<file path="config.mk">
export PLATFORM = sky130hd
export DESIGN_NAME = fbfr_control
export DESIGN_NICKNAME = d
export VERILOG_FILES = /design/src/core/fbfr_pkg.sv /design/src/core/fbfr_counter.sv /design/src/core/fbfr_led_flicker.sv /design/src/core/fbfr_control.sv
export SDC_FILE = /design/constraint.sdc
export NUM_CORES = 1
export LEC_CHECK = 0
export BUFFER_PORTS_ARGS = -buffer_cell sky130_fd_sc_hd__buf_2
export CAP_MARGIN = 20
export CORE_MARGIN = 3
export CORE_UTILIZATION = 55
export DETAILED_ROUTE_END_ITERATION = 8
export GPL_ROUTABILITY_DRIVEN = 0
export MAX_ROUTING_LAYER = met4
export PLACE_DENSITY_LB_ADDON = 0.15
export SYNTH_ARGS = -nofsm -noshare
export SYNTH_HDL_FRONTEND = slang
export SYNTH_SLANG_ARGS = --single-unit
</file>
<file path="constraint.sdc">
create_clock -name mclk -period 5.6 [get_ports mclk]
set_input_delay 0.56 -clock mclk [delete_from_list [all_inputs] [get_ports mclk]]
set_output_delay 0.56 -clock mclk [all_outputs]
set_load 0.01 [all_outputs]
</file>
<file path="src/core/fbfr_pkg.sv">
// Constants and types for the fieldbus fault and reset control block
package fbfr_pkg;

    // ********************************
    // Timing
    // ********************************
    localparam int CLK_HZ            = 25000000;
    localparam int CMD_BLOCK_MS      = 1000;
    localparam int CMD_BLOCK_CYCLES  = CLK_HZ / 1000 * CMD_BLOCK_MS;
    localparam int WAIT_UNIT_MS      = 100;
    localparam int WAIT_UNIT_CYCLES  = CLK_HZ / 1000 * WAIT_UNIT_MS;
    localparam int FLICKER_MS        = 250;
    localparam int FLICKER_CYCLES    = CLK_HZ / 1000 * FLICKER_MS;

    // ********************************
    // Settings
    // ********************************
    localparam logic [6:0] STATION_MIN   = 7'h01;
    localparam logic [6:0] STATION_MAX   = 7'h40;
    localparam logic [6:0] STATION_RESET = 7'h01;
    localparam logic [2:0] SPEED_MAX     = 3'h4;
    localparam logic [2:0] SPEED_RESET   = 3'h0;
    localparam logic [1:0] STOP_COAST    = 2'h0;
    localparam logic [1:0] STOP_DECEL    = 2'h1;
    localparam logic [1:0] STOP_DECEL_NF = 2'h2;
    localparam logic [1:0] STOP_CONTINUE = 2'h3;

    // ********************************
    // Fault indication codes
    // ********************************
    localparam logic [7:0] FAULT_NONE   = 8'h00;
    localparam logic [7:0] FAULT_LINE   = 8'ha1;
    localparam logic [7:0] FAULT_OPTION = 8'hf1;

    typedef enum logic [1:0] {
        FBFR_MODE_EXT = 2'b00,
        FBFR_MODE_NET = 2'b01,
        FBFR_MODE_PNL = 2'b10
    } fbfr_mode_t;

    typedef enum logic [1:0] {
        FBFR_LS_OK    = 2'b00,
        FBFR_LS_WAIT  = 2'b01,
        FBFR_LS_FAULT = 2'b10
    } fbfr_line_t;

endpackage

</file>
<file path="src/core/fbfr_counter.sv">
// Down counter that flags when a loaded count has run out
`timescale 1ns/1ps
module fbfr_counter #(
    parameter int WIDTH = 25
) (
    input  wire logic             mclk,
    input  wire logic             rst_b,
    input  wire logic             load,
    input  wire logic [WIDTH-1:0] loadValue,
    input  wire logic             enable,
    output logic                  busy,
    output logic                  done
);
    logic [WIDTH-1:0] count;

    initial begin
        if (WIDTH < 2 || WIDTH > 31) begin
            $error("fbfr_counter width out of range");
        end
    end

    // ********************************
    // Counting
    // ********************************
    always_ff @(posedge mclk or negedge rst_b) begin
        if (!rst_b) begin
            count <= '0;
        end else if (load) begin
            count <= loadValue;
        end else if (enable && count != '0) begin
            count <= count - 1'b1;
        end
    end

    always_ff @(posedge mclk or negedge rst_b) begin
        if (!rst_b) begin
            done <= 1'b0;
        end else begin
            done <= !load && enable && count == {{(WIDTH-1){1'b0}}, 1'b1};
        end
    end

    assign busy = (count != '0);
endmodule

</file>
<file path="src/core/fbfr_led_flicker.sv">
// Blink generator for the link-error indicator
`timescale 1ns/1ps
module fbfr_led_flicker #(
    parameter int HALF_PERIOD = 6250000
) (
    input  wire logic mclk,
    input  wire logic rst_b,
    input  wire logic active,
    output logic      led
);
    logic [23:0] tick;

    initial begin
        if (HALF_PERIOD < 1 || HALF_PERIOD > 16777215) begin
            $error("fbfr_led_flicker half period out of range");
        end
    end

    // ********************************
    // Blink
    // ********************************
    always_ff @(posedge mclk or negedge rst_b) begin
        if (!rst_b) begin
            tick <= 24'h000000;
            led  <= 1'b0;
        end else if (!active) begin
            tick <= 24'h000000;
            led  <= 1'b0;
        end else if (tick == 24'(HALF_PERIOD - 1)) begin
            tick <= 24'h000000;
            led  <= !led;
        end else begin
            tick <= tick + 24'h000001;
        end
    end
endmodule

</file>
<file path="src/core/fbfr_control.sv">
// Fault reaction, reset gating and link configuration of the fieldbus option
`timescale 1ns/1ps
module fbfr_control #(
    parameter int CMD_BLOCK_CYCLES = fbfr_pkg::CMD_BLOCK_CYCLES,
    parameter int WAIT_UNIT_CYCLES = fbfr_pkg::WAIT_UNIT_CYCLES,
    parameter int FLICKER_CYCLES   = fbfr_pkg::FLICKER_CYCLES
) (
    input  wire logic        mclk,
    input  wire logic        rst_b,
    input  wire logic        hwResetTerminal,
    input  wire logic [1:0]  operationMode,
    input  wire logic        modeChangeStrobe,
    input  wire logic        commLineError,
    input  wire logic        optionContactFail,
    input  wire logic        optionInternalFail,
    input  wire logic        protectiveTrip,
    input  wire logic        netErrorResetRequest,
    input  wire logic        netDriveResetRequest,
    input  wire logic        driveCommandValid,
    input  wire logic        faultResetScopeSelect,
    input  wire logic [7:0]  startupModeSelect,
    input  wire logic [1:0]  stopModeOnCommError,
    input  wire logic [13:0] commErrorWaitTime,
    input  wire logic [6:0]  stationNumberSelect,
    input  wire logic [2:0]  linkSpeedSelect,
    output logic [1:0]       activeMode,
    output logic             dataExchangeEnable,
    output logic             tripCoast,
    output logic             tripDecel,
    output logic             faultOutput,
    output logic [7:0]       faultCode,
    output logic             driveResetPulse,
    output logic             errorResetPulse,
    output logic             driveCommandAccept,
    output logic [6:0]       activeStation,
    output logic [2:0]       activeLinkSpeed,
    output logic             settingInvalid,
    output logic             linkErrorLed
);
    localparam int WAIT_W = 31;

    fbfr_pkg::fbfr_mode_t mode;
    fbfr_pkg::fbfr_line_t lineState;
    logic                 netMode;
    logic                 termPrev;
    logic                 termRise;
    logic                 resetInNet;
    logic                 driveResetHold;
    logic                 blockBusy;
    logic                 unitTick;
    logic                 unitBusy;
    logic                 waitLoad;
    logic                 waitDone;
    logic                 waitBusy;
    logic                 lineFault;
    logic                 optionFault;
    logic                 settingsDiffer;
    logic                 netResetAllowed;
    logic                 stationOk;
    logic                 speedOk;
    logic [1:0]           latchedStop;
    logic [WAIT_W-1:0]    waitCycles;

    initial begin
        if (CMD_BLOCK_CYCLES < 1 || WAIT_UNIT_CYCLES < 1 || FLICKER_CYCLES < 1) begin
            $error("fbfr_control timing parameters must be positive");
        end
    end

    assign netMode   = (mode == fbfr_pkg::FBFR_MODE_NET);
    assign termRise  = hwResetTerminal && !termPrev;
    assign lineFault = (lineState == fbfr_pkg::FBFR_LS_FAULT);
    assign optionFault = optionContactFail || optionInternalFail;
    assign stationOk = stationNumberSelect >= fbfr_pkg::STATION_MIN
                       && stationNumberSelect <= fbfr_pkg::STATION_MAX;
    assign speedOk   = linkSpeedSelect <= fbfr_pkg::SPEED_MAX;
    assign settingInvalid = !stationOk || !speedOk;

    // ********************************
    // Terminal edge
    // ********************************
    always_ff @(posedge mclk or negedge rst_b) begin
        if (!rst_b) begin
            termPrev <= 1'b0;
        end else begin
            termPrev <= hwResetTerminal;
        end
    end

    // ********************************
    // Operation mode
    // ********************************
    always_ff @(posedge mclk or negedge rst_b) begin
        if (!rst_b) begin
            mode <= fbfr_pkg::FBFR_MODE_EXT;
        end else if (termRise || driveResetPulse) begin
            if (resetInNet && startupModeSelect != 8'h00) begin
                mode <= fbfr_pkg::FBFR_MODE_NET;
            end else begin
                mode <= fbfr_pkg::FBFR_MODE_EXT;
            end
        end else if (modeChangeStrobe) begin
            case (operationMode)
                2'b01:   mode <= fbfr_pkg::FBFR_MODE_NET;
                2'b10:   mode <= fbfr_pkg::FBFR_MODE_PNL;
                default: mode <= fbfr_pkg::FBFR_MODE_EXT;
            endcase
        end
    end

    assign resetInNet = netMode || (startupModeSelect != 8'h00 && !termPrev && hwResetTerminal
                        && mode == fbfr_pkg::FBFR_MODE_NET);
    assign activeMode = mode;

    // ********************************
    // Line fault wait timer
    // ********************************
    assign waitCycles = WAIT_W'(commErrorWaitTime) * WAIT_W'(WAIT_UNIT_CYCLES);
    assign waitLoad   = lineState == fbfr_pkg::FBFR_LS_OK && commLineError && netMode;

    fbfr_counter #(
        .WIDTH     (WAIT_W)
    ) u_wait (
        .mclk      (mclk),
        .rst_b     (rst_b),
        .load      (waitLoad),
        .loadValue (waitCycles),
        .enable    (lineState == fbfr_pkg::FBFR_LS_WAIT),
        .busy      (waitBusy),
        .done      (waitDone)
    );

    always_ff @(posedge mclk or negedge rst_b) begin
        if (!rst_b) begin
            lineState <= fbfr_pkg::FBFR_LS_OK;
        end else if (termRise) begin
            lineState <= fbfr_pkg::FBFR_LS_OK;
        end else begin
            case (lineState)
                fbfr_pkg::FBFR_LS_OK: begin
                    if (waitLoad) begin
                        lineState <= (waitCycles == '0) ? fbfr_pkg::FBFR_LS_FAULT
                                                       : fbfr_pkg::FBFR_LS_WAIT;
                    end
                end
                fbfr_pkg::FBFR_LS_WAIT: begin
                    if (!commLineError || !netMode) begin
                        lineState <= fbfr_pkg::FBFR_LS_OK;
                    end else if (waitDone || !waitBusy) begin
                        lineState <= fbfr_pkg::FBFR_LS_FAULT;
                    end
                end
                fbfr_pkg::FBFR_LS_FAULT: begin
                    if (!commLineError && latchedStop >= fbfr_pkg::STOP_DECEL_NF) begin
                        lineState <= fbfr_pkg::FBFR_LS_OK;
                    end
                end
                default: lineState <= fbfr_pkg::FBFR_LS_OK;
            endcase
        end
    end

    always_ff @(posedge mclk or negedge rst_b) begin
        if (!rst_b) begin
            latchedStop <= fbfr_pkg::STOP_COAST;
        end else if (lineState != fbfr_pkg::FBFR_LS_FAULT) begin
            latchedStop <= stopModeOnCommError;
        end
    end

    // ********************************
    // Fault reaction
    // ********************************
    always_ff @(posedge mclk or negedge rst_b) begin
        if (!rst_b) begin
            dataExchangeEnable <= 1'b1;
            tripCoast          <= 1'b0;
            tripDecel          <= 1'b0;
            faultOutput        <= 1'b0;
            faultCode          <= fbfr_pkg::FAULT_NONE;
        end else begin
            dataExchangeEnable <= !commLineError && !optionInternalFail;
            tripCoast   <= (lineFault && latchedStop == fbfr_pkg::STOP_COAST)
                           || (optionFault && (stopModeOnCommError == fbfr_pkg::STOP_COAST
                           || stopModeOnCommError == fbfr_pkg::STOP_CONTINUE)
                           && (netMode || optionContactFail));
            tripDecel   <= (lineFault && (latchedStop == fbfr_pkg::STOP_DECEL
                           || latchedStop == fbfr_pkg::STOP_DECEL_NF))
                           || (optionFault && (stopModeOnCommError == fbfr_pkg::STOP_DECEL
                           || stopModeOnCommError == fbfr_pkg::STOP_DECEL_NF)
                           && (netMode || optionContactFail));
            faultOutput <= (lineFault && latchedStop <= fbfr_pkg::STOP_DECEL)
                           || (optionFault && (netMode || optionContactFail));
            if (optionFault && (netMode || optionContactFail)) begin
                faultCode <= fbfr_pkg::FAULT_OPTION;
            end else if (lineFault && latchedStop <= fbfr_pkg::STOP_DECEL) begin
                faultCode <= fbfr_pkg::FAULT_LINE;
            end else begin
                faultCode <= fbfr_pkg::FAULT_NONE;
            end
        end
    end

    // ********************************
    // Network reset gating
    // ********************************
    assign netResetAllowed = !commLineError && !lineFault;

    always_ff @(posedge mclk or negedge rst_b) begin
        if (!rst_b) begin
            driveResetPulse <= 1'b0;
            errorResetPulse <= 1'b0;
        end else begin
            driveResetPulse <= netDriveResetRequest && netMode && netResetAllowed
                               && !driveResetHold;
            errorResetPulse <= netErrorResetRequest && protectiveTrip && netResetAllowed
                               && (!faultResetScopeSelect || netMode);
        end
    end

    // ********************************
    // Command blanking after reset
    // ********************************
    always_ff @(posedge mclk or negedge rst_b) begin
        if (!rst_b) begin
            driveResetHold <= 1'b0;
        end else begin
            driveResetHold <= (netDriveResetRequest && netMode && netResetAllowed)
                              || (driveResetHold && netDriveResetRequest);
        end
    end

    fbfr_counter #(
        .WIDTH     (25)
    ) u_block (
        .mclk      (mclk),
        .rst_b     (rst_b),
        .load      (driveResetHold && !netDriveResetRequest),
        .loadValue (25'(CMD_BLOCK_CYCLES)),
        .enable    (1'b1),
        .busy      (blockBusy),
        .done      ()
    );

    assign unitTick = 1'b0;
    assign unitBusy = unitTick;
    assign driveCommandAccept = driveCommandValid && !driveResetHold && !blockBusy
                                && !unitBusy;

    // ********************************
    // Link configuration shadows
    // ********************************
    always_ff @(posedge mclk or negedge rst_b) begin
        if (!rst_b) begin
            activeStation   <= fbfr_pkg::STATION_RESET;
            activeLinkSpeed <= fbfr_pkg::SPEED_RESET;
        end else if (termRise && stationOk && speedOk) begin
            activeStation   <= stationNumberSelect;
            activeLinkSpeed <= linkSpeedSelect;
        end
    end

    assign settingsDiffer = stationNumberSelect != activeStation
                            || linkSpeedSelect != activeLinkSpeed;

    fbfr_led_flicker #(
        .HALF_PERIOD (FLICKER_CYCLES)
    ) u_led (
        .mclk        (mclk),
        .rst_b       (rst_b),
        .active      (settingsDiffer && !hwResetTerminal),
        .led         (linkErrorLed)
    );
endmodule

</file>
# Yosys cells after proc, flatten, opt, wreduce, memory -nomap -nowiden
# Cells that the tools add are included.
# classes
n_addsub,3
eq_ne,19
multipliers,1
mux,21
n_lt_le_gt_ge,5
n_reduce_logical,77
# op_table
op,n
$mux W31,2
$mux W25,2
$mux W24,2
$logic_and A1 B1 Y1,35
$eq A31 B1 Y1 const B,1
$logic_not A31 Y1,1
$reduce_bool A31 Y1,1
$sub A31 B1 Y31 const B,1
$mul A14 B17 Y26 const B,1
$reduce_bool A25 Y1,1
$sub A25 B1 Y25 const B,1
$add A24 B1 Y24 const B,1
$eq A24 B23 Y1 const B,1
$logic_or A1 B1 Y1,16
$mux W2,8
$mux W8,2
$logic_not A1 Y1,15
$eq A2 B1 Y1 const B,5
$eq A2 B2 Y1 const B,5
$reduce_bool A8 Y1,1
$ge A7 B1 Y1 const B,1
$le A7 B7 Y1 const B,1
$ne A7 B7 Y1,1
$logic_not A2 Y1,3
other kinds (12),18
# word_totals
reg_bits,114
in_bits,48
word_cells,145
output_inout_bits,29

# Depth between registers and ports, before layout
# Gate-level depths: netlist of the first run.
# logic_depth
depth_word,8
depth_mapped,21
mapped_depth_nobuf,20

# By module
# Synthesis of the first run repeated with hierarchy kept, for this count alone.
# unflattened
hier_cells,1101
area_unflattened_um2,10344.9
# by_module_without_submodules
module,area_per_inst_um2,cells_per_inst,seq_area_each_um2,n_inst
fbfr_control,5437.7,575,628.1,1
fbfr_counter (u_wait),1988.2,214,800.8,1
fbfr_counter (u_block),1662.8,181,650.6,1
fbfr_led_flicker,1256.2,131,625.6,1

# Least setup slack after synthesis of the first run
# OpenSTA, ideal clock, no wires.
# synth_path
path_type,input-to-reg
start,in commErrorWaitTime[9]
end,reg lineState[0]
t_required_ns,5.481
arrival_time_ns,5.478
n_path_buf,1
setup_ns,0.119
path_stages,19
setup_slack_ns,0.003
cell_sequence,ha_1 > ha_1 > inv_1 > fa_1 > inv_1 > fa_1 > fa_1 > fa_1 > ha_1 > clkbuf_1 > a21oi_1 > o21ai_1 > o21ai_1 > nand2_1 > or3b_1 > a2111o_1 > nor4_1 > nand2_1 > o21a_1
# synth_via
elab_chain_len,6
# synth_lines
element,line,rtl
start: declaration,fbfr_control.sv:23,"input wire logic [13:0] commErrorWaitTime,"
$mul A14 B17 Y26,fbfr_control.sv:118,assign waitCycles = WAIT_W'(commErrorWaitTime) * WAIT_W'(WAIT_UNIT_CYCLES);
$logic_not A31 Y1,fbfr_control.sv:142,lineState <= (waitCycles == '0) ? fbfr_pkg::FBFR_LS_FAULT
$mux W2,fbfr_control.sv:142,
$mux W2,fbfr_control.sv:141,if (waitLoad) begin
$pmux W2 S3,fbfr_control.sv:139,case (lineState)
$mux W2,fbfr_control.sv:136,end else if (termRise) begin
end signal: assignment,fbfr_control.sv:135,lineState <= fbfr_pkg::FBFR_LS_OK;
end signal: assignment,fbfr_control.sv:137,lineState <= fbfr_pkg::FBFR_LS_OK;
end signal: assignment,fbfr_control.sv:142,
end: declaration,fbfr_control.sv:43,fbfr_pkg::fbfr_line_t lineState;
# No other way between the ends. The select of a mux whose other input is x is not followed.
# A chain may end at the register's enable or synchronous reset.

# Worst setup path after layout of the first run
# layout_path
start,in commErrorWaitTime[10]
end,reg lineState[1]
# Same word-level chain as after synthesis.

==> results of run 1 <==
==> power by group through the flow <==
stage	Sequential, W	Combinational (W)	Clock (W)
floorplan	0.00110	0.00243	0
global placement	0.00112	0.00378	0
detailed placement	0.00112	0.00382	0
CTS	0.00111	0.00385	0.000689
global route	0.00114	0.00456	0.000720
finish	0.00111	0.00406	0.000675
==> per-layer routing <==
layer / vias to the layer above / part of all wire [%] / global-route usage, %
met4: 0 / 2.0 / 6.89
met5: - / 0 / -
met1: 3390 / 45 / 28.9
li1: 3577 / - / -
met2: 131 / 50 / 38.5
met3: 22 / 3.1 / 2.01
==> critical path: stages <==
cell and delay (ps):
buf_2 100, buf_4 130, ha_1 320, ha_4 240, fa_1 500, fa_1 540
inv_1 50, fa_1 490, fa_1 510, inv_1 40, ha_1 310, a21o_1 210
a31o_2 250, and3_1 180, a2111oi_2 220, buf_4 170, xor2_1 230, nor4b_2 300
nand3_1 130, a21oi_1 160
==> synth_stat cells (3+ instances only) <==
library cell    n  share of area, %
nand3_1        32               1.7
a21oi_1        23               1.2
dfrtp_1       105                28
xnor2_1        50               4.7
or3_1          11              0.75
nand3b_1        3              0.24
nor2b_1         9              0.61
nand4_1         8              0.54
o21ai_0        35               1.9
clkbuf_1       18              0.73
o2111ai_1       4              0.38
nor4_1          9              0.61
and2_1          4              0.27
nor4b_1         3              0.28
o21a_1          7              0.57
nand2b_1        7              0.47
xor2_1         49               4.6
ha_1          121                16
or4_1           5              0.41
a2111oi_0       4              0.38
mux2_2         10               1.2
a21o_1          7              0.57
o311ai_0        4              0.38
o211ai_1        7              0.57
o21ai_1         4              0.22
a211oi_1        4              0.33
a31oi_1        10              0.68
nand2_1        66               2.7
buf_4           7              0.57
mux2i_1         4              0.43
and3_1         11              0.75
nor3_1         34               1.8
or3_4           3              0.37
inv_1          93               3.8
and4_1          5              0.47
fa_1           50                11
o31ai_1         5              0.41
nor3b_1         5              0.41
nor2_1         81               3.3
or2_2           4              0.27
==> final cells by class <==
type	instances	area (µm²)	share of cell area, %
Clock inverter	4	73.8	0.689
Timing Repair Buffer	143	913	8.52
Inverter	93	349	3.26
Clock buffer	12	246	2.30
Multi-Input combinational cell	737	6190	57.7
Sequential cell	107	2680	25.0
Tap cell	216	270	2.52
==> metrics by stage <==
| stage | power, W | hold WS [ps] |
|---|---|---|
| after floorplan | 0.00353 | 264 |
| after global placement | 0.00490 | 482 |
| after detailed placement | 0.00495 | 485 |
| after CTS | 0.00566 | 275 |
| after global routing | 0.00642 | 305 |
| final | 0.00585 | 252 |
==> worst max path at each step <==
stage,to,start
CTS,lineState[1]$_DFFE_PN0P_,commErrorWaitTime[10]
finish,lineState[1]$_DFFE_PN0P_,commErrorWaitTime[10]
detailed placement,lineState[1]$_DFFE_PN0P_,commErrorWaitTime[10]
global placement,lineState[1]$_DFFE_PN0P_,commErrorWaitTime[10]
global route,lineState[1]$_DFFE_PN0P_,commErrorWaitTime[10]
floorplan,lineState[0]$_DFFE_PN0P_,commErrorWaitTime[9]
==> flip-flops by register name, indices dropped and copies added (netlist names), 2 cells and up <==
name and cells:
activeLinkSpeed 3, activeMode 2, activeStation 7, faultCode 2, latchedStop 2, lineState 2, u_block.count 25, u_led.tick 24
u_wait.count 31
==> cell families after synthesis <==
kind of cell	Yosys count	synth area share, %
DFF	107	29.0
xor gates and xnor gates	99	9.39
AOI/OAI and AO/OA	134	9.47
adders and majority gates	171	27.2
muxes	14	1.65
and+or+nand+nor	316	17.8
other	1	0.0406
buffers and inverters	120	5.33
==> results.json, run 1 <==
{
  "drive_gt1_share_pct": 19.0,
  "synth_cells": 962,
  "p_leak_nw": 5.09,
  "setup_viol": 0,
  "finalMaxSlewViolations": 0,
  "grt_pass1_wl_um": 33100,
  "final_nets": 1310,
  "grt_max_degree": 56,
  "fin_ws_ps": 223,
  "area_growth_pct": 16.1,
  "final_area_um2": 10700,
  "path_class": "in2reg",
  "reg2reg_from": "u_wait.count[27]$_DFFE_PN0P_",
  "clockBufferDepth": 2,
  "p_comb_share_pct": 69.4,
  "p_per_area_nw_per_um2": 546,
  "dp.cells": 1295,
  "die_area_um2": 18400,
  "grt.total_usage_pct": 22.6,
  "grt_pass1_vias": 7137,
  "coreArea_um2": 16200,
  "cts-root-buf": "clkbuf_16",
  "p_sw_share_pct": 43.2,
  "crit_required_ps": 5860,
  "io_pins": 77,
  "antenna_found_initial": 0,
  "seqPwrFrac_pct": 19.0,
  "worstPathArrival_ps": 5640,
  "switchingPower_w": 0.00252,
  "seq_area_frac_synth_pct": 29.0,
  "fillers": 1338,
  "vias_per_cell": 5.43,
  "p_int_w": 0.00332,
  "cts_num_sinks": 107,
  "p_clk_share_pct": 11.5,
  "hold_viol_final": 0,
  "cts_tree": "yes",
  "overflow": 0,
  "cts_setup_buffers": 0,
  "fin_util_pct": 66.3,
  "clock-skew-final_ps": 12.5,
  "htreeDepth": 3,
  "path_clk_slew_ps": 70,
  "drtIter0Drc": 414,
  "synth_edf_count": 0,
  "status": "finished clean",
  "critPathLaunchType": "primary input",
  "worstMarginPinSlew_ps": 933,
  "avgSynthCellArea_um2": 9.60,
  "mostFrequentLayoutCells": "ha_1, dfrtp_1, inv_1",
  "cts-buffers-inserted": 9,
  "min_path_type": "in2async",
  "ys_async_sr_fraction_pct": 100,
  "post_dp_cell_area_um2": 10300,
  "insertedDiodeCount": 0,
  "crit_path_end_kind": "register",
  "die_y_um": 136,
  "dp_slack_ps": -286,
  "portBuffers": 73,
  "yosysUniqueCellTypes": 73,
  "slew_headroom_pct": 37.7,
  "row_count": 46,
  "final.period_utilization_pct": 96.0,
  "path_max_fanout": 3,
  "fin_tns_setup_ps": 0,
  "clock_latency_ps": 340,
  "max_freq_ghz": 0.186,
  "drv_cap": 0,
  "min_period_ps": 5380,
  "ir_worst_vdd_mv": 0.328,
  "ant_nets": 0,
  "firstDrtPassIters": 4,
  "fp.dieW_um": 136,
  "rr_worst_depth": 9,
  "r2r_setup_slack_ps": 2750,
  "syn_area_um2": 9230,
  "finalWirelength_um": 19500,
  "layout_commonest_cell": "ha_1",
  "r2r-end": "u_wait.count[22]$_DFFE_PN0P_",
  "num_vias": 7120,
  "ys_seq_elements": 107,
  "start_util_pct": 57.1,
  "ys_warn_count": 0,
  "dp_hpwl_um": 15800,
  "post_drt_wl_per_cell_um": 14.9,
  "synthFlopType": "dfrtp_1",
  "hold_buffers": 0,
  "instances_no_fill": 1312,
  "drc": 0,
  "cts_resized": 0
}
Power figures use the tool's default switching activity.
==> run 2: changes to the inputs <==
--- a/config.mk
+++ b/config.mk
@@ -7,7 +7,6 @@
 export LEC_CHECK = 0
 export BUFFER_PORTS_ARGS = -buffer_cell sky130_fd_sc_hd__buf_2
 export CAP_MARGIN = 20
-export CORE_MARGIN = 3
 export CORE_UTILIZATION = 55
 export DETAILED_ROUTE_END_ITERATION = 8
 export GPL_ROUTABILITY_DRIVEN = 0
==> constraint.sdc (replaced) <==
create_clock -name mclk -period 5.6 [get_ports mclk]
set_input_delay 0.84 -clock mclk [delete_from_list [all_inputs] [get_ports mclk]]
set_output_delay 0.84 -clock mclk [all_outputs]
set_load 0.01 [all_outputs]
==> run 2 against run 1 <==
Compared with the run above:
- combinational power is 17% higher
- via count rose by 3.3%
- sequential power about the same
- die area fell by 5.8%
- non-clock buffer count increased by 48
- sequential share of layout area decreased by 1.2 points
- critical path depth up 2
- core utilization up 2.0 points
- cell count is 4.0% higher
- wire length is 4.4% higher
- hold slack improved by 250 ps
==> results.json, run 2 (synthesized netlist as in run 1, its figures left out) <==
{
  "coreArea_um2": 16500,
  "largest_reg_flops": 31,
  "fin_util_pct": 68.2,
  "status": "finished clean",
  "drv_cap": 0,
  "cts_num_sinks": 107,
  "min_period_ps": 5510,
  "htreeDepth": 3,
  "critPathLaunchType": "primary input",
  "p_total_w": 0.00653,
  "mostFrequentLayoutCells": "buf_4, ha_1, dfrtp_1",
  "num_vias": 7358,
  "hold_viol_final": 0,
  "reg2reg_from": "u_block.count[12]$_DFFE_PN0P_",
  "post_dp_cell_area_um2": 10600,
  "holdWs_ps": 501,
  "setup_viol": 0,
  "insertedDiodeCount": 0,
  "overflow": 0,
  "p_leak_nw": 5.33,
  "path_cells": "buf_4, ha_4, ha_4, inv_1, fa_1, inv_2, fa_1, fa_1, fa_1, ha_4, nand4_1, a221oi_2, buf_4, buf_4, nor4_2, buf_4, o21ai_1, or3_1, o2111ai_2, nor4_4, nand2_1, o21a_1",
  "die_y_um": 132,
  "finalWirelength_um": 20400,
  "seqCellArea_um2": 2680,
  "slew_headroom_pct": 35.7,
  "largest_register": "u_wait.count",
  "dp_hpwl_um": 16000,
  "clockBufferDepth": 2,
  "portBuffers": 73,
  "fillers": 1345,
  "worstSetupStartpoint": "commErrorWaitTime[10]",
  "hold_buffers": 0,
  "slowest_delay_ps": 540,
  "grt_pass1_wl_um": 34400,
  "path_class": "in2reg",
  "grt.total_usage_pct": 25.1,
  "area_growth_pct": 21.7,
  "final.period_utilization_pct": 98.5,
  "drtIter0Drc": 322,
  "drive_gt1_share_pct": 24.2,
  "vias_per_cell": 5.39,
  "antenna_found_initial": 0,
  "instances_no_fill": 1364,
  "post_drt_wl_per_cell_um": 14.9,
  "clock-skew-final_ps": 13.7,
  "ant_nets": 0,
  "path_max_fanout": 3,
  "cts_tree": "yes",
  "start_util_pct": 56.1,
  "final_area_um2": 11200,
  "ir_worst_vdd_mv": 0.329,
  "drc": 0,
  "top_regs": "u_wait.count (31), u_block.count (25), u_led.tick (24)",
  "firstDrtPassIters": 6,
  "path_clk_slew_ps": 70,
  "final_nets": 1358,
  "die_area_um2": 17300,
  "crit_path_end_kind": "register",
  "cpMaxStageDelayCell": "fa_1",
  "layout_commonest_cell": "buf_4",
  "cts-buffers-inserted": 9,
  "max_freq_ghz": 0.181,
  "cts-root-buf": "clkbuf_16",
  "grt_pass1_vias": 7382,
  "fp.dieW_um": 132,
  "multi_input_area_um2": 6350,
  "min_path_type": "in2async",
  "worstMarginPinSlew_ps": 962,
  "clock_latency_ps": 350,
  "dp.cells": 1342,
  "io_pins": 77,
  "finalMaxSlewViolations": 0,
  "p_per_area_nw_per_um2": 581,
  "crit_required_ps": 5840,
  "row_count": 47,
  "worstPathArrival_ps": 5760,
  "grt_max_degree": 59
}
==> run 2: cell count changes in the layout (fill, tap and decap cells not counted), moves of 3 or more <==
cell	change
a21oi_2	+3
ha_1	-7
a21oi_1	-3
buf_4	+49
ha_4	+7
==> run 2: through the flow <==
| stage | TNS [ps] | setup slack, ps |
|---|---|---|
| after floorplan | 0 | 10.5 |
| after global placement | -1660 | -542 |
| after detailed placement | -1990 | -608 |
| after CTS | 0 | 6.22 |
| after global routing | -90.9 | -48.5 |
| final | 0 | 86.1 |
==> run 2: final timing paths <==
check	endpoint	slack, ps	depth (start not counted)
setup reg to reg	u_block.count[21]$_DFFE_PN0P_	2730	9
min in group mclk	u_block.count[24]$_DFFE_PN0P_	510	2
max in group asynchronous	u_led.tick[17]$_DFF_PN0_	3950	2
hold reg to reg	u_block.count[24]$_DFFE_PN0P_	510	2
hold / removal	u_led.tick[3]$_DFF_PN0_	500	1
setup / recovery	lineState[0]$_DFFE_PN0P_	90	22
==> run 2: worst max-delay path, delay by kind of cell <==
| family | cells | cell delay (ps) |
|---|---|---|
| compound gates | 4 | 780 |
| fa+ha+maj | 7 | 2790 |
| buf+inv | 6 | 650 |
| simple gates | 5 | 710 |
==> run 2: cell type report <==
type	count	area share (%)
Clock buffer	9	2.00
Clock inverter	7	0.746
Inverter	93	3.11
Multi-Input combinational cell	737	56.5
Sequential cell	107	23.9
Tap cell	220	2.45
Timing Repair Buffer	191	11.3
==> run 2: repair_timing <==
action                                  4_1_cts  5_1_grt
setup buffers                                 5        1
gates resized for setup                      10       32
endpoints found under the setup margin        3        5
pin swaps                                    13       22
cloned                                        0        0
==> run 2: per-layer routing <==
| metal | global-route usage, % | up-vias | share of wire (%) |
|---|---|---|---|
| li1 | - | 3677 | - |
| met1 | 31.1 | 3508 | 45 |
| met2 | 43.0 | 140 | 51 |
| met3 | 2.93 | 33 | 2.3 |
| met4 | 7.36 | 0 | 2.2 |
| met5 | - | - | 0 |
==> run 2: report_power, final <==
part | leakage, nW | switching [W] | internal (W)
Combinational | 3.86 | 0.00236 | 0.00240
Clock | 0.149 | 0.000297 | 0.000355
Sequential | 1.32 | 0.000166 | 0.000951
Total | 5.33 | 0.00282 | 0.00371
